File: src/uocc_pkg.sv
package uocc_pkg;
  // ==========================================================
  // Register indices (printed offsets are byte addresses)
  localparam logic [11:0] ADDR_OTG_CTL   = 12'h000;
  localparam logic [11:0] ADDR_BUS_CFG   = 12'h008;
  localparam logic [11:0] ADDR_PHY_CFG   = 12'h00c;
  localparam logic [11:0] ADDR_HOST_CFG  = 12'h400;
  localparam logic [11:0] ADDR_HC_CHAR   = 12'h500;
  localparam logic [11:0] ADDR_HC_TSIZ   = 12'h510;
  localparam logic [11:0] ADDR_DEV_CFG   = 12'h800;
  localparam logic [11:0] ADDR_EP_CTL    = 12'h900;
  localparam logic [11:0] ADDR_ROLE_STAT = 12'h010;
  // ==========================================================
  // Field positions
  localparam int BIT_DEV_NEG_EN   = 11;
  localparam int BIT_HOST_NEG_EN  = 10;
  localparam int BIT_CONN_ID      = 16;
  localparam int BIT_DMA_EN       = 5;
  localparam int BIT_FORCE_PERIPH = 30;
  localparam int BIT_FORCE_HOST   = 29;
  localparam int BIT_NEG_CAP      = 9;
  localparam int BIT_SESS_CAP     = 8;
  localparam int BIT_PHY_WIDTH    = 3;
  localparam int BIT_SG_EN        = 23;
  localparam int BIT_LS_ONLY      = 2;
  localparam int BIT_EP_DIR       = 15;
  localparam int BIT_SET_ONE      = 29;
  localparam int BIT_SET_ZERO     = 28;
  localparam int BIT_TOGGLE       = 16;
  // ==========================================================
  // Timing and frame
  localparam int  CLK_MHZ          = 125;
  localparam int  ROLE_SETTLE_US   = 25000;
  localparam int  ROLE_SETTLE_CYC  = ROLE_SETTLE_US * CLK_MHZ;
  localparam int  FRAME_LCLK       = 7500;
  localparam int  PHY_CLK_DIV      = 10;
  // ==========================================================
  typedef enum logic [1:0] {UOCC_SLAVE, UOCC_INVALID, UOCC_BUF_DMA, UOCC_SG_DMA} uocc_mode_t;
  typedef enum logic [1:0] {UOCC_CTRL, UOCC_ISO, UOCC_BULK, UOCC_INTR} uocc_endpoint_transfer_type_t;
  localparam logic [1:0] PID_DATA0 = 2'h0;
  localparam logic [1:0] PID_DATA2 = 2'h1;
  localparam logic [1:0] PID_DATA1 = 2'h2;
  localparam logic [1:0] SPD_HIGH  = 2'h0;
  localparam logic [1:0] SPD_FULL48 = 2'h3;
endpackage : uocc_pkg

File: src/uocc_sched_if.sv
`timescale 1ns/10ps
interface uocc_sched_if;
  import uocc_pkg::*;
  logic       frameTick;
  logic [1:0] share;
  logic       sgMode;
  logic       periodicActive;
  logic       fetchPeriodic;
  modport ctl (output frameTick, share, sgMode, periodicActive, input fetchPeriodic);
  modport sch (input frameTick, share, sgMode, periodicActive, output fetchPeriodic);
endinterface : uocc_sched_if

File: src/uocc_core.sv
// The plain strobed port was left to the implementer.
`timescale 1ns/10ps
// Summary of operation
// - Force-peripheral bit 30 puts core in device role ignoring ID input.
// - Force-host bit 29 puts core in host role unless bit 30 is set; both zero means normal detection.
// - DMA bit and scatter/gather bit select slave, invalid, buffered or S/G.
// - Bit 9 enables host negotiation capability.
// - Session request bit 8 clear blocks B-device session requests.
// - Transceiver and interface select bits 6 and 4 read zero.
// - Bit 3 selects 8-bit or 16-bit PHY data path.
// - Host low-speed-only bit 2 limits enumeration to full/low speed.
// - Endpoint type bits 19:18: control, isochronous, bulk, interrupt.
// - Channel bit 15 direction, 14:11 endpoint, 10:0 max packet size.
// - Software loads first PID; host then advances it per transaction unless it is DATA2, which holds.
// - Periodic share field 25:24 reserves 25, 50 or 75 percent.
// - In S/G mode, periodic fetch for the share when active, else non-periodic only.
// - Device speed 1:0 requests high or full speed; settles after chirp.
// - Writing bits 29 or 28 sets a bulk or interrupt endpoint toggle to DATA1 or DATA0.
// - Global registers work in both roles and survive role change.
module uocc_core #(
  parameter int SETTLE_CYC = uocc_pkg::ROLE_SETTLE_CYC
) (
  // Clock and reset
  input  wire logic        mclk,
  input  wire logic        rst_n,
  // Register port
  input  wire logic [11:0] regAddr,
  input  wire logic [31:0] regWdata,
  input  wire logic        regWrite,
  input  wire logic        regRead,
  output logic      [31:0] regRdata,
  // PHY side
  input  wire logic        phyClk,
  input  wire logic        idPin,
  input  wire logic        periodicActive,
  input  wire logic        chirpDone,
  input  wire logic        chirpHigh,
  input  wire logic        txDone,
  // Status outputs
  output logic             hostRole,
  output logic             roleSettled,
  output uocc_pkg::uocc_mode_t dataMode,
  output logic             phyWide,
  output logic             negCapable,
  output logic             sessReqAllowed,
  output logic             highSpeedAllowed,
  output logic             fetchPeriodic,
  output logic [1:0]       channelPid,
  output logic             endpointToggle,
  output logic [1:0]       linkSpeed
);
  import uocc_pkg::*;
  // ==========================================================
  // State
  typedef struct packed {
    logic [31:0] otgCtl;
    logic [31:0] busCfg;
    logic [31:0] phyCfg;
    logic [31:0] hostCfg;
    logic [31:0] hcChar;
    logic [31:0] hcTsiz;
    logic [31:0] devCfg;
    logic [31:0] epCtl;
    logic [31:0] rdata;
    logic        sgWritten;
    logic        hostRole;
    logic [31:0] settleCnt;
    logic        roleSettled;
    logic        phyPrev;
    logic        frameTick;
    logic        txPrev;
    logic        chirpPrev;
    logic [1:0]  linkSpeed;
    uocc_mode_t  dataMode;
    logic        fetchPeriodic;
  } uocc_core_t;
  uocc_core_t st;
  uocc_core_t next_st;
  logic [4:0] inSync;
  logic       sgNow;
  logic       wantHost;
  uocc_sched_if sif ();
  // ==========================================================
  // Pin synchronisers
  // The chirp speed level is a pin as well, so it goes through the same two stages
  uocc_sync #(.WIDTH(5)) u_sync (
    .mclk   (mclk),
    .rst_n  (rst_n),
    .async  ({chirpHigh, phyClk, idPin, txDone, chirpDone}),
    .synced (inSync)
  );
  uocc_sched u_sched (
    .mclk  (mclk),
    .rst_n (rst_n),
    .sif   (sif)
  );
  assign sif.frameTick      = st.frameTick;
  assign sif.share          = st.devCfg[25:24];
  assign sif.sgMode         = (st.dataMode == UOCC_SG_DMA);
  assign sif.periodicActive = periodicActive;
  // Decode helper used for both host and device S/G bits
  function automatic uocc_mode_t modeOf(input logic dma, input logic sg);
    case ({dma, sg})
      2'b00:   modeOf = UOCC_SLAVE;
      2'b01:   modeOf = UOCC_INVALID;
      2'b10:   modeOf = UOCC_BUF_DMA;
      default: modeOf = UOCC_SG_DMA;
    endcase
  endfunction : modeOf
  function automatic logic [1:0] pidNext(input logic [1:0] pid);
    pidNext = (pid == PID_DATA0) ? PID_DATA1 : PID_DATA0;
  endfunction : pidNext
  always_comb begin
    next_st = st;
    sgNow = st.hostRole ? st.hostCfg[BIT_SG_EN] : st.devCfg[BIT_SG_EN];
    // ========================================================
    // Role selection; ID high means B-device
    if (st.phyCfg[BIT_FORCE_PERIPH]) begin
      wantHost = 1'b0;
    end else if (st.phyCfg[BIT_FORCE_HOST]) begin
      wantHost = 1'b1;
    end else begin
      wantHost = ~inSync[2];
    end
    next_st.hostRole = wantHost;
    // Settle window so software reading status sees roleSettled low after any role change
    if (wantHost != st.hostRole) begin
      next_st.settleCnt   = 32'(SETTLE_CYC);
      next_st.roleSettled = 1'b0;
    end else if (st.settleCnt != 32'h00000000) begin
      next_st.settleCnt = st.settleCnt - 32'h00000001;
    end else begin
      next_st.roleSettled = 1'b1;
    end
    next_st.dataMode = modeOf(st.busCfg[BIT_DMA_EN], sgNow);
    // ========================================================
    // Link clock edges derive the frame position
    next_st.phyPrev   = inSync[3];
    next_st.frameTick = inSync[3] & ~st.phyPrev;
    // Host advances the PID after each completed transaction unless it holds DATA2
    next_st.txPrev = inSync[1];
    if (inSync[1] && !st.txPrev && st.hcTsiz[30:29] != PID_DATA2) begin
      next_st.hcTsiz[30:29] = pidNext(st.hcTsiz[30:29]);
    end
    // Actual speed only after the chirp handshake
    next_st.chirpPrev = inSync[0];
    if (inSync[0] && !st.chirpPrev) begin
      if (st.devCfg[1:0] == SPD_HIGH && inSync[4]) begin
        next_st.linkSpeed = SPD_HIGH;
      end else begin
        next_st.linkSpeed = (st.devCfg[1:0] == SPD_FULL48) ? SPD_FULL48 : 2'h1;
      end
    end
    next_st.fetchPeriodic = sif.fetchPeriodic;
    // ========================================================
    // Register writes
    if (regWrite) begin
      case (regAddr)
        ADDR_OTG_CTL: begin
          next_st.otgCtl[BIT_DEV_NEG_EN]  = regWdata[BIT_DEV_NEG_EN];
          next_st.otgCtl[BIT_HOST_NEG_EN] = regWdata[BIT_HOST_NEG_EN];
        end
        ADDR_BUS_CFG:  next_st.busCfg = regWdata & 32'h00000020;
        ADDR_PHY_CFG:  next_st.phyCfg = regWdata & 32'h60000308;
        ADDR_HOST_CFG: begin
          next_st.hostCfg[BIT_LS_ONLY] = regWdata[BIT_LS_ONLY];
          // Later changes would corrupt in-flight descriptors
          if (!st.sgWritten) begin
            next_st.hostCfg[BIT_SG_EN] = regWdata[BIT_SG_EN];
            next_st.sgWritten = 1'b1;
          end
        end
        ADDR_HC_CHAR:  next_st.hcChar = regWdata & 32'h000cffff;
        ADDR_HC_TSIZ:  next_st.hcTsiz = regWdata & 32'h60000000;
        ADDR_DEV_CFG: begin
          next_st.devCfg[25:24] = regWdata[25:24];
          next_st.devCfg[10:0]  = regWdata[10:0] & 11'h7f3;
          if (!st.sgWritten) begin
            next_st.devCfg[BIT_SG_EN] = regWdata[BIT_SG_EN];
            next_st.sgWritten = 1'b1;
          end
        end
        ADDR_EP_CTL: begin
          next_st.epCtl[19:18] = regWdata[19:18];
          next_st.epCtl[10:0]  = regWdata[10:0];
          if (regWdata[19]) begin
            if (regWdata[BIT_SET_ONE]) begin
              next_st.epCtl[BIT_TOGGLE] = 1'b1;
            end else if (regWdata[BIT_SET_ZERO]) begin
              next_st.epCtl[BIT_TOGGLE] = 1'b0;
            end
          end
        end
        default: ;
      endcase
    end
    // ========================================================
    // Register reads, data valid in the following cycle
    next_st.rdata = 32'h00000000;
    if (regRead) begin
      case (regAddr)
        ADDR_OTG_CTL:   next_st.rdata = st.otgCtl | (32'(inSync[2]) << BIT_CONN_ID);
        ADDR_BUS_CFG:   next_st.rdata = st.busCfg;
        ADDR_PHY_CFG:   next_st.rdata = st.phyCfg;
        ADDR_HOST_CFG:  next_st.rdata = st.hostCfg;
        ADDR_HC_CHAR:   next_st.rdata = st.hcChar;
        ADDR_HC_TSIZ:   next_st.rdata = st.hcTsiz;
        ADDR_DEV_CFG:   next_st.rdata = st.devCfg;
        ADDR_EP_CTL:    next_st.rdata = st.epCtl;
        ADDR_ROLE_STAT: next_st.rdata = {26'h0, st.linkSpeed, st.dataMode,
                                         st.roleSettled, st.hostRole};
        default:        next_st.rdata = 32'h00000000;
      endcase
    end
  end
  always_ff @(posedge mclk or negedge rst_n) begin
    if (!rst_n) begin
      st <= '0;
    end else begin
      st <= next_st;
    end
  end
  // ==========================================================
  // Outputs straight from state
  assign regRdata         = st.rdata;
  assign hostRole         = st.hostRole;
  assign roleSettled      = st.roleSettled;
  assign dataMode         = st.dataMode;
  assign phyWide          = st.phyCfg[BIT_PHY_WIDTH];
  assign negCapable       = st.phyCfg[BIT_NEG_CAP];
  assign sessReqAllowed   = st.phyCfg[BIT_SESS_CAP] & ~st.hostRole;
  assign highSpeedAllowed = ~st.hostCfg[BIT_LS_ONLY];
  assign fetchPeriodic    = st.fetchPeriodic;
  assign channelPid       = st.hcTsiz[30:29];
  assign endpointToggle   = st.epCtl[BIT_TOGGLE];
  assign linkSpeed        = st.linkSpeed;
endmodule : uocc_core

File: src/uocc_sched.sv
`timescale 1ns/10ps
module uocc_sched (
  // Clock and reset
  input wire logic mclk,
  input wire logic rst_n,
  // Scheduler link
  uocc_sched_if.sch sif
);
  import uocc_pkg::*;
  typedef struct packed {
    logic [12:0] pos;
    logic        fetchPeriodic;
  } uocc_sched_t;
  uocc_sched_t st;
  uocc_sched_t next_st;
  logic [12:0] limit;
  always_comb begin
    case (sif.share)
      2'h0:    limit = 13'(FRAME_LCLK / 4);
      2'h1:    limit = 13'(FRAME_LCLK / 2);
      2'h2:    limit = 13'(FRAME_LCLK * 3 / 4);
      default: limit = 13'h0000; // Reserved code grants no periodic share
    endcase
  end
  always_comb begin
    next_st = st;
    if (sif.frameTick) begin
      next_st.pos = (st.pos == 13'(FRAME_LCLK - 1)) ? 13'h0000 : st.pos + 13'h0001;
    end
    // In S/G mode, periodic fetch for the reserved share, then non-periodic
    next_st.fetchPeriodic = sif.sgMode && sif.periodicActive && (st.pos < limit);
  end
  always_ff @(posedge mclk or negedge rst_n) begin
    if (!rst_n) begin
      st <= '0;
    end else begin
      st <= next_st;
    end
  end
  assign sif.fetchPeriodic = st.fetchPeriodic;
endmodule : uocc_sched

File: src/uocc_sync.sv
`timescale 1ns/10ps
module uocc_sync #(
  parameter int WIDTH = 1
) (
  // Clock and reset
  input  wire logic             mclk,
  input  wire logic             rst_n,
  // Data
  input  wire logic [WIDTH-1:0] async,
  output logic      [WIDTH-1:0] synced
);
  import uocc_pkg::*;
  typedef struct packed {
    logic [WIDTH-1:0] first;
    logic [WIDTH-1:0] second;
  } uocc_sync_t;
  uocc_sync_t st;
  uocc_sync_t next_st;
  always_comb begin
    next_st.first  = async;
    next_st.second = st.first;
  end
  always_ff @(posedge mclk or negedge rst_n) begin
    if (!rst_n) begin
      st <= '0;
    end else begin
      st <= next_st;
    end
  end
  assign synced = st.second;
endmodule : uocc_sync

File: config.mk
export PLATFORM = sky130hd
export DESIGN_NAME = uocc_core
export DESIGN_NICKNAME = d
export VERILOG_FILES = /design/src/uocc_pkg.sv /design/src/uocc_sched_if.sv /design/src/uocc_core.sv /design/src/uocc_sched.sv /design/src/uocc_sync.sv
export SDC_FILE = /design/constraint.sdc
export NUM_CORES = 1
export LEC_CHECK = 0
export ABC_AREA = 1
export BUFFER_PORTS_ARGS = -buffer_cell sky130_fd_sc_hd__buf_2
export CORE_ASPECT_RATIO = 0.9
export CORE_UTILIZATION = 40
export CTS_BUF_LIST = sky130_fd_sc_hd__clkbuf_16
export CTS_CLUSTER_SIZE = 16
export DETAILED_ROUTE_END_ITERATION = 8
export GPL_TIMING_DRIVEN = 0
export PLACE_DENSITY_LB_ADDON = 0.2
export SLEW_MARGIN = 20
export SYNTH_ARGS = -nofsm -noshare
export SYNTH_HDL_FRONTEND = slang
export SYNTH_SLANG_ARGS = --single-unit
File: constraint.sdc
create_clock -name mclk -period 4.05 [get_ports mclk]
set_clock_uncertainty 0.05 [all_clocks]
set_input_delay 0.81 -clock mclk [delete_from_list [all_inputs] [get_ports mclk]]
set_output_delay 0.81 -clock mclk [all_outputs]
set_load 0.01 [all_outputs]
After elaboration in Yosys (flattened, before gate mapping)
Index checks and enable logic that the tools add are counted.
W data, S select, Z words.
- reduce and logical (&&, ||, !) cells: 28
- shift-type cells: 0
- bitwise gates (word level): 8
- divide/modulo/power cells: 0
- order comparisons: 1
- eq/ne operators: 18
- add/sub/neg operators: 2
- multiply operators: 0
- mux-type cells: 19
- operator list (cell ; count):
    $pmux W31 S9 ; 1
    $mux W31 ; 3
    $pmux W13 S3 ; 1
    $eq A12 B11 Y1 const B ; 3
    $mux W33 ; 1
    $mux W32 ; 1
    $reduce_bool A32 Y1 ; 1
    $sub A32 B1 Y32 const B ; 1
    $eq A12 B12 Y1 const B ; 2
    $eq A12 B4 Y1 const B ; 2
    $or A12 B17 Y17 ; 1
    $reduce_and A2 Y1 ; 8
    $add A13 B1 Y13 const B ; 1
    $eq A13 B13 Y1 const B ; 1
    $lt A13 B13 Y1 ; 1
    $mux W13 ; 1
    $eq A12 B5 Y1 const B ; 1
    $logic_not A12 Y1 ; 1
    $eq A2 B2 Y1 const B ; 4
    $logic_not A2 Y1 ; 4
    $mux W2 ; 4
    $logic_and A1 B1 Y1 ; 6
    $mux W1 ; 6
    $pmux W2 S3 ; 1
    other kinds (11) ; 20
- output and inout port bits: 46
- word-level logic and storage cells: 103
- memories: 0
- bits in latches: 0
- bits in read-only memories: 0
- register bits: 156
- bits in writable memories: 0

Depth between registers and ports, before layout
Gate-level depths: netlist of the first run.
- depth in word-level cells: 6
- depth in mapped cells: 11
- depth with buffers taken out: 11

Hierarchy
A second synthesis of the first run with hierarchy kept.
- cell total of the unflattened synthesis: 964
- area, all modules: 7638.6 sq um
- modules (own cells, without submodules) (module ; area each (sq um) ; seq. area each (sq um) ; cells each ; instances):
    uocc_core ; 6202.2 ; 3103.0 ; 790 ; 1
    uocc_sched ; 1186.1 ; 350.3 ; 164 ; 1
    uocc_sync ; 250.2 ; 250.2 ; 10 ; 1

Worst setup path after synthesis of the first run
No wires, ideal clock.
- path kind: input to register
- start: in regAddr[7]
- end: reg st[177] (netlist name)
- slack: 2.052 ns
- data arrival time: 1.826 ns
- buffers on the path: 1
- library setup time: 0.122 ns
- stages: 9
- path through: nor2_1 -> nand2_1 -> nor2_2 -> nand3_2 -> inv_2 -> nand2_2 -> buf_2 -> nand2_1 -> o21ai_1
- cells in the longest elaborated chain, start to end: 2
- RTL lines (item ; RTL line ; RTL):
    start: declaration ; uocc_core.sv:27 ; input wire logic [11:0] regAddr,
    $eq A12 B11 Y1 ; uocc_core.sv:158 ; case (regAddr)
    $reduce_and A2 Y1 (no source line) ; -- ;
    end signal: assignment ; uocc_core.sv:220 ; st <= next_st;
    end: declaration ; uocc_core.sv:77 ; uocc_core_t st;
No other way between the ends.
A chain may end at the register's enable or synchronous reset.

==> results of run 1 <==
Yosys cell counts, types with 3 or more instances:
| library cell | instances | share of area (%) |
|---|---|---|
| a21oi_1 | 15 | 0.96 |
| buf_2 | 10 | 0.64 |
| buf_4 | 39 | 3.8 |
| buf_6 | 6 | 0.87 |
| clkbuf_1 | 3 | 0.14 |
| dfrtp_1 | 148 | 47 |
| ha_1 | 21 | 3.4 |
| inv_1 | 124 | 6.0 |
| inv_2 | 3 | 0.14 |
| nand2_1 | 208 | 10 |
| nand2_2 | 6 | 0.48 |
| nand2_4 | 3 | 0.43 |
| nand3_1 | 76 | 4.9 |
| nand3b_1 | 4 | 0.38 |
| nand4_1 | 18 | 1.4 |
| nor2_1 | 138 | 6.6 |
| nor2_2 | 26 | 2.1 |
| nor3_1 | 20 | 1.3 |
| nor4_1 | 3 | 0.24 |
| o21a_1 | 3 | 0.29 |
| o21ai_0 | 39 | 2.5 |
| o21ai_1 | 16 | 1.0 |
| o21ai_2 | 10 | 1.1 |
| o21bai_1 | 8 | 0.77 |
| or2_2 | 5 | 0.40 |
| xnor2_1 | 3 | 0.34 |
| xor2_1 | 9 | 1.0 |
state kept, by name, summed over array words and instances, names as in the netlist, 2 cells and up:
name / flops
channelPid: 2
u_sync.synced: 5
st: 85
u_sync.next_st: 5
sif.share: 2
linkSpeed: 2
u_sched.st: 13
regRdata: 24
dataMode: 2
how the worst min path moves through the flow:
| stage | depth (start not counted) | slack, ns | start | end |
|---|---|---|---|---|
| final | 0 | 0.30 | u_sync.next_st[3] | u_sync.synced[3] |
| after global routing | 0 | 0.30 | u_sync.next_st[3] | u_sync.synced[3] |
| after CTS | 0 | 0.30 | u_sched.sif.fetchPeriodic | fetchPeriodic |
| after detailed placement | 0 | 0.28 | u_sched.sif.fetchPeriodic | fetchPeriodic |
| after global placement | 0 | 0.28 | u_sync.next_st[3] | u_sync.synced[3] |
| after floorplan | 0 | 0.28 | u_sched.sif.fetchPeriodic | fetchPeriodic |
power by group through the flow:
stage          clock (µW)  sequential, µW  combinational, µW
6_report             1550            1590                401
5_1_grt              1640            1590                465
4_1_cts              1580            1590                405
3_5_place_dp            0            1610                402
3_3_place_gp            0            1610                393
2_1_floorplan           0            1600                270
critical path, delay by kind of cell (launching register included):
kind,cells,cell delay (ns)
AO/OA/AOI/OAI,4,0.83
adder cells (fa/ha/maj),2,0.58
buffers and inverters,1,0.12
flip-flops,1,0.43
AND/OR/NAND/NOR,3,0.25
per-stage QoR:
step | instance area, µm² | util, % | TNS, ns | hold WS [ns]
floorplan | 7830 | - | 0 | 0.281
global route | 9170 | 47.9 | 0 | 0.302
global placement | 8560 | 44.7 | -32.52 | 0.283
finish | 9170 | 47.9 | 0 | 0.297
CTS | 9160 | 47.8 | 0 | 0.297
detailed placement | 8600 | 44.9 | 0 | 0.285
kinds of logic after synthesis:
| logic type | Yosys count | synth area share, % |
|---|---|---|
| other cells | 1 | 0.0480 |
| buf+inv | 186 | 11.7 |
| flops | 148 | 47.5 |
| xor+xnor | 12 | 1.35 |
| fa+ha+maj | 21 | 3.37 |
| compound gates | 94 | 6.93 |
| simple gates | 513 | 29.2 |
layout make-up:
| cell class | instances | area (µm²) | area share [%] |
|---|---|---|---|
| inverters | 127 | 477 | 5.20 |
| plain buffers | 59 | 437 | 4.76 |
| diodes | 4 | 10.0 | 0.109 |
| flip-flops and latches | 148 | 3700 | 40.4 |
| clock buffers | 17 | 425 | 4.64 |
| clock inverters | 13 | 139 | 1.51 |
| repair buffers | 84 | 453 | 4.94 |
| well taps | 250 | 313 | 3.41 |
| multi-input cells | 648 | 3210 | 35.0 |
per-layer routing:
layer | share of wire (%) | vias to the layer above
li1 | - | 3261
met1 | 48 | 2992
met2 | 45 | 130
met3 | 5.1 | 22
met4 | 1.5 | 0
met5 | 0 | -
==> impl_metrics.ini, run 1 <==
[power]
p_clk_share_pct = 43.8
power_uw = 3540
irDropWorstVdd_uv = 242
seqPwrFrac_pct = 44.9
switching_share_pct = 27.0
p_leak_uw = 0.00475
power.switching_uw = 955
p_int_uw = 2580
combPwrFrac_pct = 11.3
p_per_area_nw_per_um2 = 386

[clocking]
clock_path_buffers = 2
worstSkewPairLatency_ns = 0.43
cts_tree = done
root_buffer = clkbuf_16
cts_setup_buffers = 0
clkSlewWorstSetupHoldPaths_ns = 0.06
cts_hold_buf = 0
cts.repair.resized = 0
clock_sinks = 148
htreeDepth = 4
numCtsBuffers = 17

[cells_and_area]
mostFrequentLayoutCell = nand2_1
mostFrequentLayoutCells = nand2_1, dfrtp_1, nor2_1, inv_1, buf_2
final_cells = 1350
drive_above_1_share_pct = 20.6
fillCellCount = 1958
nNetsFinal = 1160
area_growth_pct = 17.5

[grt]
busiest_layer = met2
met1_usage_pct = 29.4
grt_pass1_vias = 6134
grt_pass1_wl_um = 32100
use_met3_pct = 5.27
use_met2_pct = 32.1
grt_max_degree = 79
grt_overflow = 0
antenna_found_initial = 4
track_usage_pct = 21.2

[synthesis]
avgSynthCellArea_um2 = 8.01
synth_edf_count = 0
synthFlopType = dfrtp_1
ys_seq_elements = 148
yosysSeqAreaShare_pct = 47.5
netlist_instances = 975
syn_area_um2 = 7800
yosys_warnings = 0
synth.distinct_cells = 38
ys_async_sr_fraction_pct = 100

[timing]
hold_viol_final = 0
setup_viol = 0
final.setup.worst_slack_ns = 1.69
tightest_slew_ns = 0.626
rsz0062_at_grt = false
maxSlewHeadroom_pct = 58.3
finalCritPeriodShare_pct = 58.2
finalMaxSlewViolations = 0
fin_crit_ns = 2.36
fmax_mhz = 424

[worst_setup_path]
critPathLaunchType = register
regToRegSetupSlack_ns = 1.69
crit_fanout = 5
r2r_end = u_sched.sif.fetchPeriodic
crit_chain = inv_1, ha_1, o21ai_0, ha_1, a21oi_1, o21a_1, o21ai_0, nand2_1, nand2_1, nor2_1
cp-end-kind = register
cp-startpoint = sif.share[0]
crit_end = u_sched.sif.fetchPeriodic
worstPathArrival_ns = 2.64
cp.required_ns = 4.34
timing.rr.start = sif.share[0]
rr_worst_depth = 10
slowest_delay_ns = 0.45
path_class = reg -> reg
cp_slowest_cell = o21ai_0

[routing]
drtPass1Iterations = 7
routedWlPerCell_um = 14.7
drt_iter0_markers = 426
ant_nets = 0
drc = 0
wl_um = 19900
via_per_inst = 4.74
routed-via-count = 6405

[floorplan]
die_area_um2 = 20100
start_util_pct = 40.7
die_y_um = 135
core_um2 = 19200
die_w_um = 149
row_count = 48
ios = 100

[placed_design]
pre_cts_ws_ns = 1.43
gp_congestion = 0.877
io_buffers = 83
dpl.hpwl_um = 14500
dp.cells = 1316

[hold_path]
hp-class = reg -> reg

[run]
drv_cap = 0

[run_status]
status = complete, no violations
(Power assumes the default switching activity.)
==> run 2, diff against run 1 <==
ABC_AREA = 0   (was 1)
clock period = 2 ns   (was 4.05 ns; I/O delays follow)
==> run 2 against run 1 <==
The flow now finishes with violations (setup timing). Register-to-register slack worse by 1.8 ns. Fmax is 10% higher. Power increased by 110%. Clock power grew 94%. Via count shrank 16%. Synthesized area is 8.6% lower. Utilization rose by 4.6 points. Synthesized cell count down 34%. Design area shrank 1.7%. Global-route usage shrank 1.2 points. First-iteration DRC count is 14% lower. Highest routed layer unchanged.
==> impl_metrics.ini, run 2 <==
[synthesis]
synth_compound_area_share_pct = 10.2
ys_seq_elements = 148
ys_async_sr_fraction_pct = 100
synth_area_leaders = dfrtp_1, mux2_2, buf_4
synth_top_family_by_area = simple AND/OR/NAND/NOR gates
yosysMostFrequentCell = dfrtp_1
netlist_instances = 642
yosys.area.top_type = dfrtp_1
yosys_warnings = 0
avgSynthCellArea_um2 = 11.1
netlist.area_leader.share_pct = 51.9
syn_area_um2 = 7130
synth.distinct_cells = 63
synth_commonest_cells = dfrtp_1, mux2_2, buf_4
synthXorXnorAreaFrac_pct = 2.21
synth_mux_area_share_pct = 9.45
synthFlopType = dfrtp_1
synth_edf_count = 0
yosys.area_share.simple_pct = 16.1
yosysSeqAreaShare_pct = 51.9
synth_fa_ha_area_share_pct = 3.68

[cells_and_area]
regMostFlops = st
fillCellCount = 1539
mostFrequentLayoutCells = dfrtp_1, buf_2, buf_4, mux2_2, nor2_1
mostFrequentLayoutCell = dfrtp_1
antenna_cells = 0
nNetsFinal = 853
drive_above_1_share_pct = 38.0
largest_reg_flops = 85
final_cells = 1025
area_growth_pct = 26.4

[routing]
m1WireLength_um = 7860
dr_wl_met2_um = 8280
routedWlPerCell_um = 16.8
drtPass1Iterations = 6
highest_layer = met4
drt_iter0_markers = 366
via_per_inst = 5.27
ant_nets = 0
routed-via-count = 5402
met3_length_um = 897
drc = 0
wl_um = 17300

[worst_setup_path]
slowest_delay_ns = 0.51
critPathLaunchType = register
crit_fanout = 9
path_class = reg -> reg
cp.required_ns = 2.29
cp_slowest_cell = or4_1
crit_chain = nor4_4, and4_1, clkbuf_4, nand3_2, or4_1, a21oi_2
path_buf_inv = 1
worstPathArrival_ns = 2.44
cp-end-kind = register
cp_top_family = simple AND/OR/NAND/NOR gates

[power]
p_clk_share_pct = 41.1
irDropWorstVdd_uv = 674
p_int_uw = 5400
seqPwrFrac_pct = 46.3
p_per_area_nw_per_um2 = 811
combPwrFrac_pct = 12.6
p_leak_uw = 0.00426
switching_share_pct = 26.2
power_uw = 7310
power.switching_uw = 1920

[timing]
finalSetupTns_ns = -2.31
fmax_mhz = 467
maxSlewHeadroom_pct = 55.7
finalCritPeriodShare_pct = 107
setup_viol = 30
fin_crit_ns = 2.14
hold_viol_final = 0
rsz0062_at_grt = true
final.setup.worst_slack_ns = -0.142
tightest_slew_ns = 0.665
finalMaxSlewViolations = 0

[floorplan]
die_y_um = 129
ios = 100
die_w_um = 143
core_um2 = 17200
die_area_um2 = 18400
start_util_pct = 41.5
row_count = 45

[placed_design]
dp.cells = 966
io_buffers = 81
gp_congestion = 0.853
dpl.hpwl_um = 11600

[clocking]
clkSlewWorstSetupHoldPaths_ns = 0.06
htreeDepth = 4
numCtsBuffers = 17
cts_tree = done
root_buffer = clkbuf_16
clock_sinks = 148
worstSkewPairLatency_ns = 0.42
clock_path_buffers = 2

[grt]
grt_max_degree = 76
antenna_found_initial = 0
track_usage_pct = 20.0
grt_pass1_wl_um = 27900
grt_pass1_vias = 5402
grt_overflow = 0

[run_status]
violations = setup timing
status = complete, but fails checks

[hold_path]
hp-class = in -> reg

[run]
drv_cap = 0
[run 2: cells by family after synthesis]
group / Yosys count
buffers and inverters: 82
other: 1
XOR/XNOR: 18
flip-flops: 148
adder cells (fa/ha/maj): 21
AO/OA/AOI/OAI: 112
multiplexers: 60
AND/OR/NAND/NOR: 200
[run 2: worst paths after layout]
check,start,endpoint,slack [ns],depth (start not counted)
setup / recovery,st[19],st[38],-0.14,6
hold / removal,txDone,u_sync.next_st[1],0.04,1
setup reg to reg,st[19],st[38],-0.14,6
hold reg to reg,u_sync.next_st[3],u_sync.synced[3],0.30,0
max in group asynchronous,rst_n,st[19],0.63,3
min in group asynchronous,rst_n,regRdata[14],0.50,2
[run 2: power groups by stage]
| stage | logic [µW] | clock network (µW) | registers [µW] |
|---|---|---|---|
| 2_1_floorplan | 523 | 0 | 3350 |
| 3_3_place_gp | 727 | 0 | 3390 |
| 3_5_place_dp | 781 | 0 | 3400 |
| 4_1_cts | 873 | 3070 | 3360 |
| 5_1_grt | 1030 | 3210 | 3420 |
| 6_report | 922 | 3000 | 3390 |
[run 2: layer usage]
| metal | up-vias | GRT usage, % |
|---|---|---|
| met5 | - | 0 |
| met4 | 0 | 6.26 |
| met3 | 18 | 5.36 |
| met2 | 139 | 32.1 |
| met1 | 2694 | 26.3 |
| li1 | 2551 | - |
[run 2: metrics by stage]
step                hold slack (ns)  setup slack, ns  cell area [µm²]  utilization [%]
detailed placement            0.287           -0.608             7980             46.5
floorplan                    0.0544           -0.144             7240                -
finish                       0.0365           -0.142             9020             52.5
global route                0.00727           -0.241             9020             52.5
CTS                          0.0143           -0.195             8830             51.4
global placement              0.283            -1.61             7940             46.2
[run 2: repair_timing]
| action | CTS | global route |
|---|---|---|
| gates resized for setup | 34 | 47 |
| hold endpoints to repair | 73 | 0 |
| gates cloned | 2 | 0 |
| pin swaps | 10 | 12 |
| buffers inserted | 19 | 6 |
| hold buffers | 1 | 0 |
| endpoints found under the setup margin | 84 | 78 |
[run 2: cell type report]
class | count | area [µm²] | share of cell area (%)
Buffer | 62 | 438 | 4.86
Clock buffer | 17 | 425 | 4.72
Clock inverter | 14 | 123 | 1.36
Inverter | 20 | 77.6 | 0.860
Multi-Input combinational cell | 419 | 3290 | 36.5
Sequential cell | 148 | 3710 | 41.1
Tap cell | 235 | 294 | 3.26
Timing Repair Buffer | 110 | 663 | 7.35
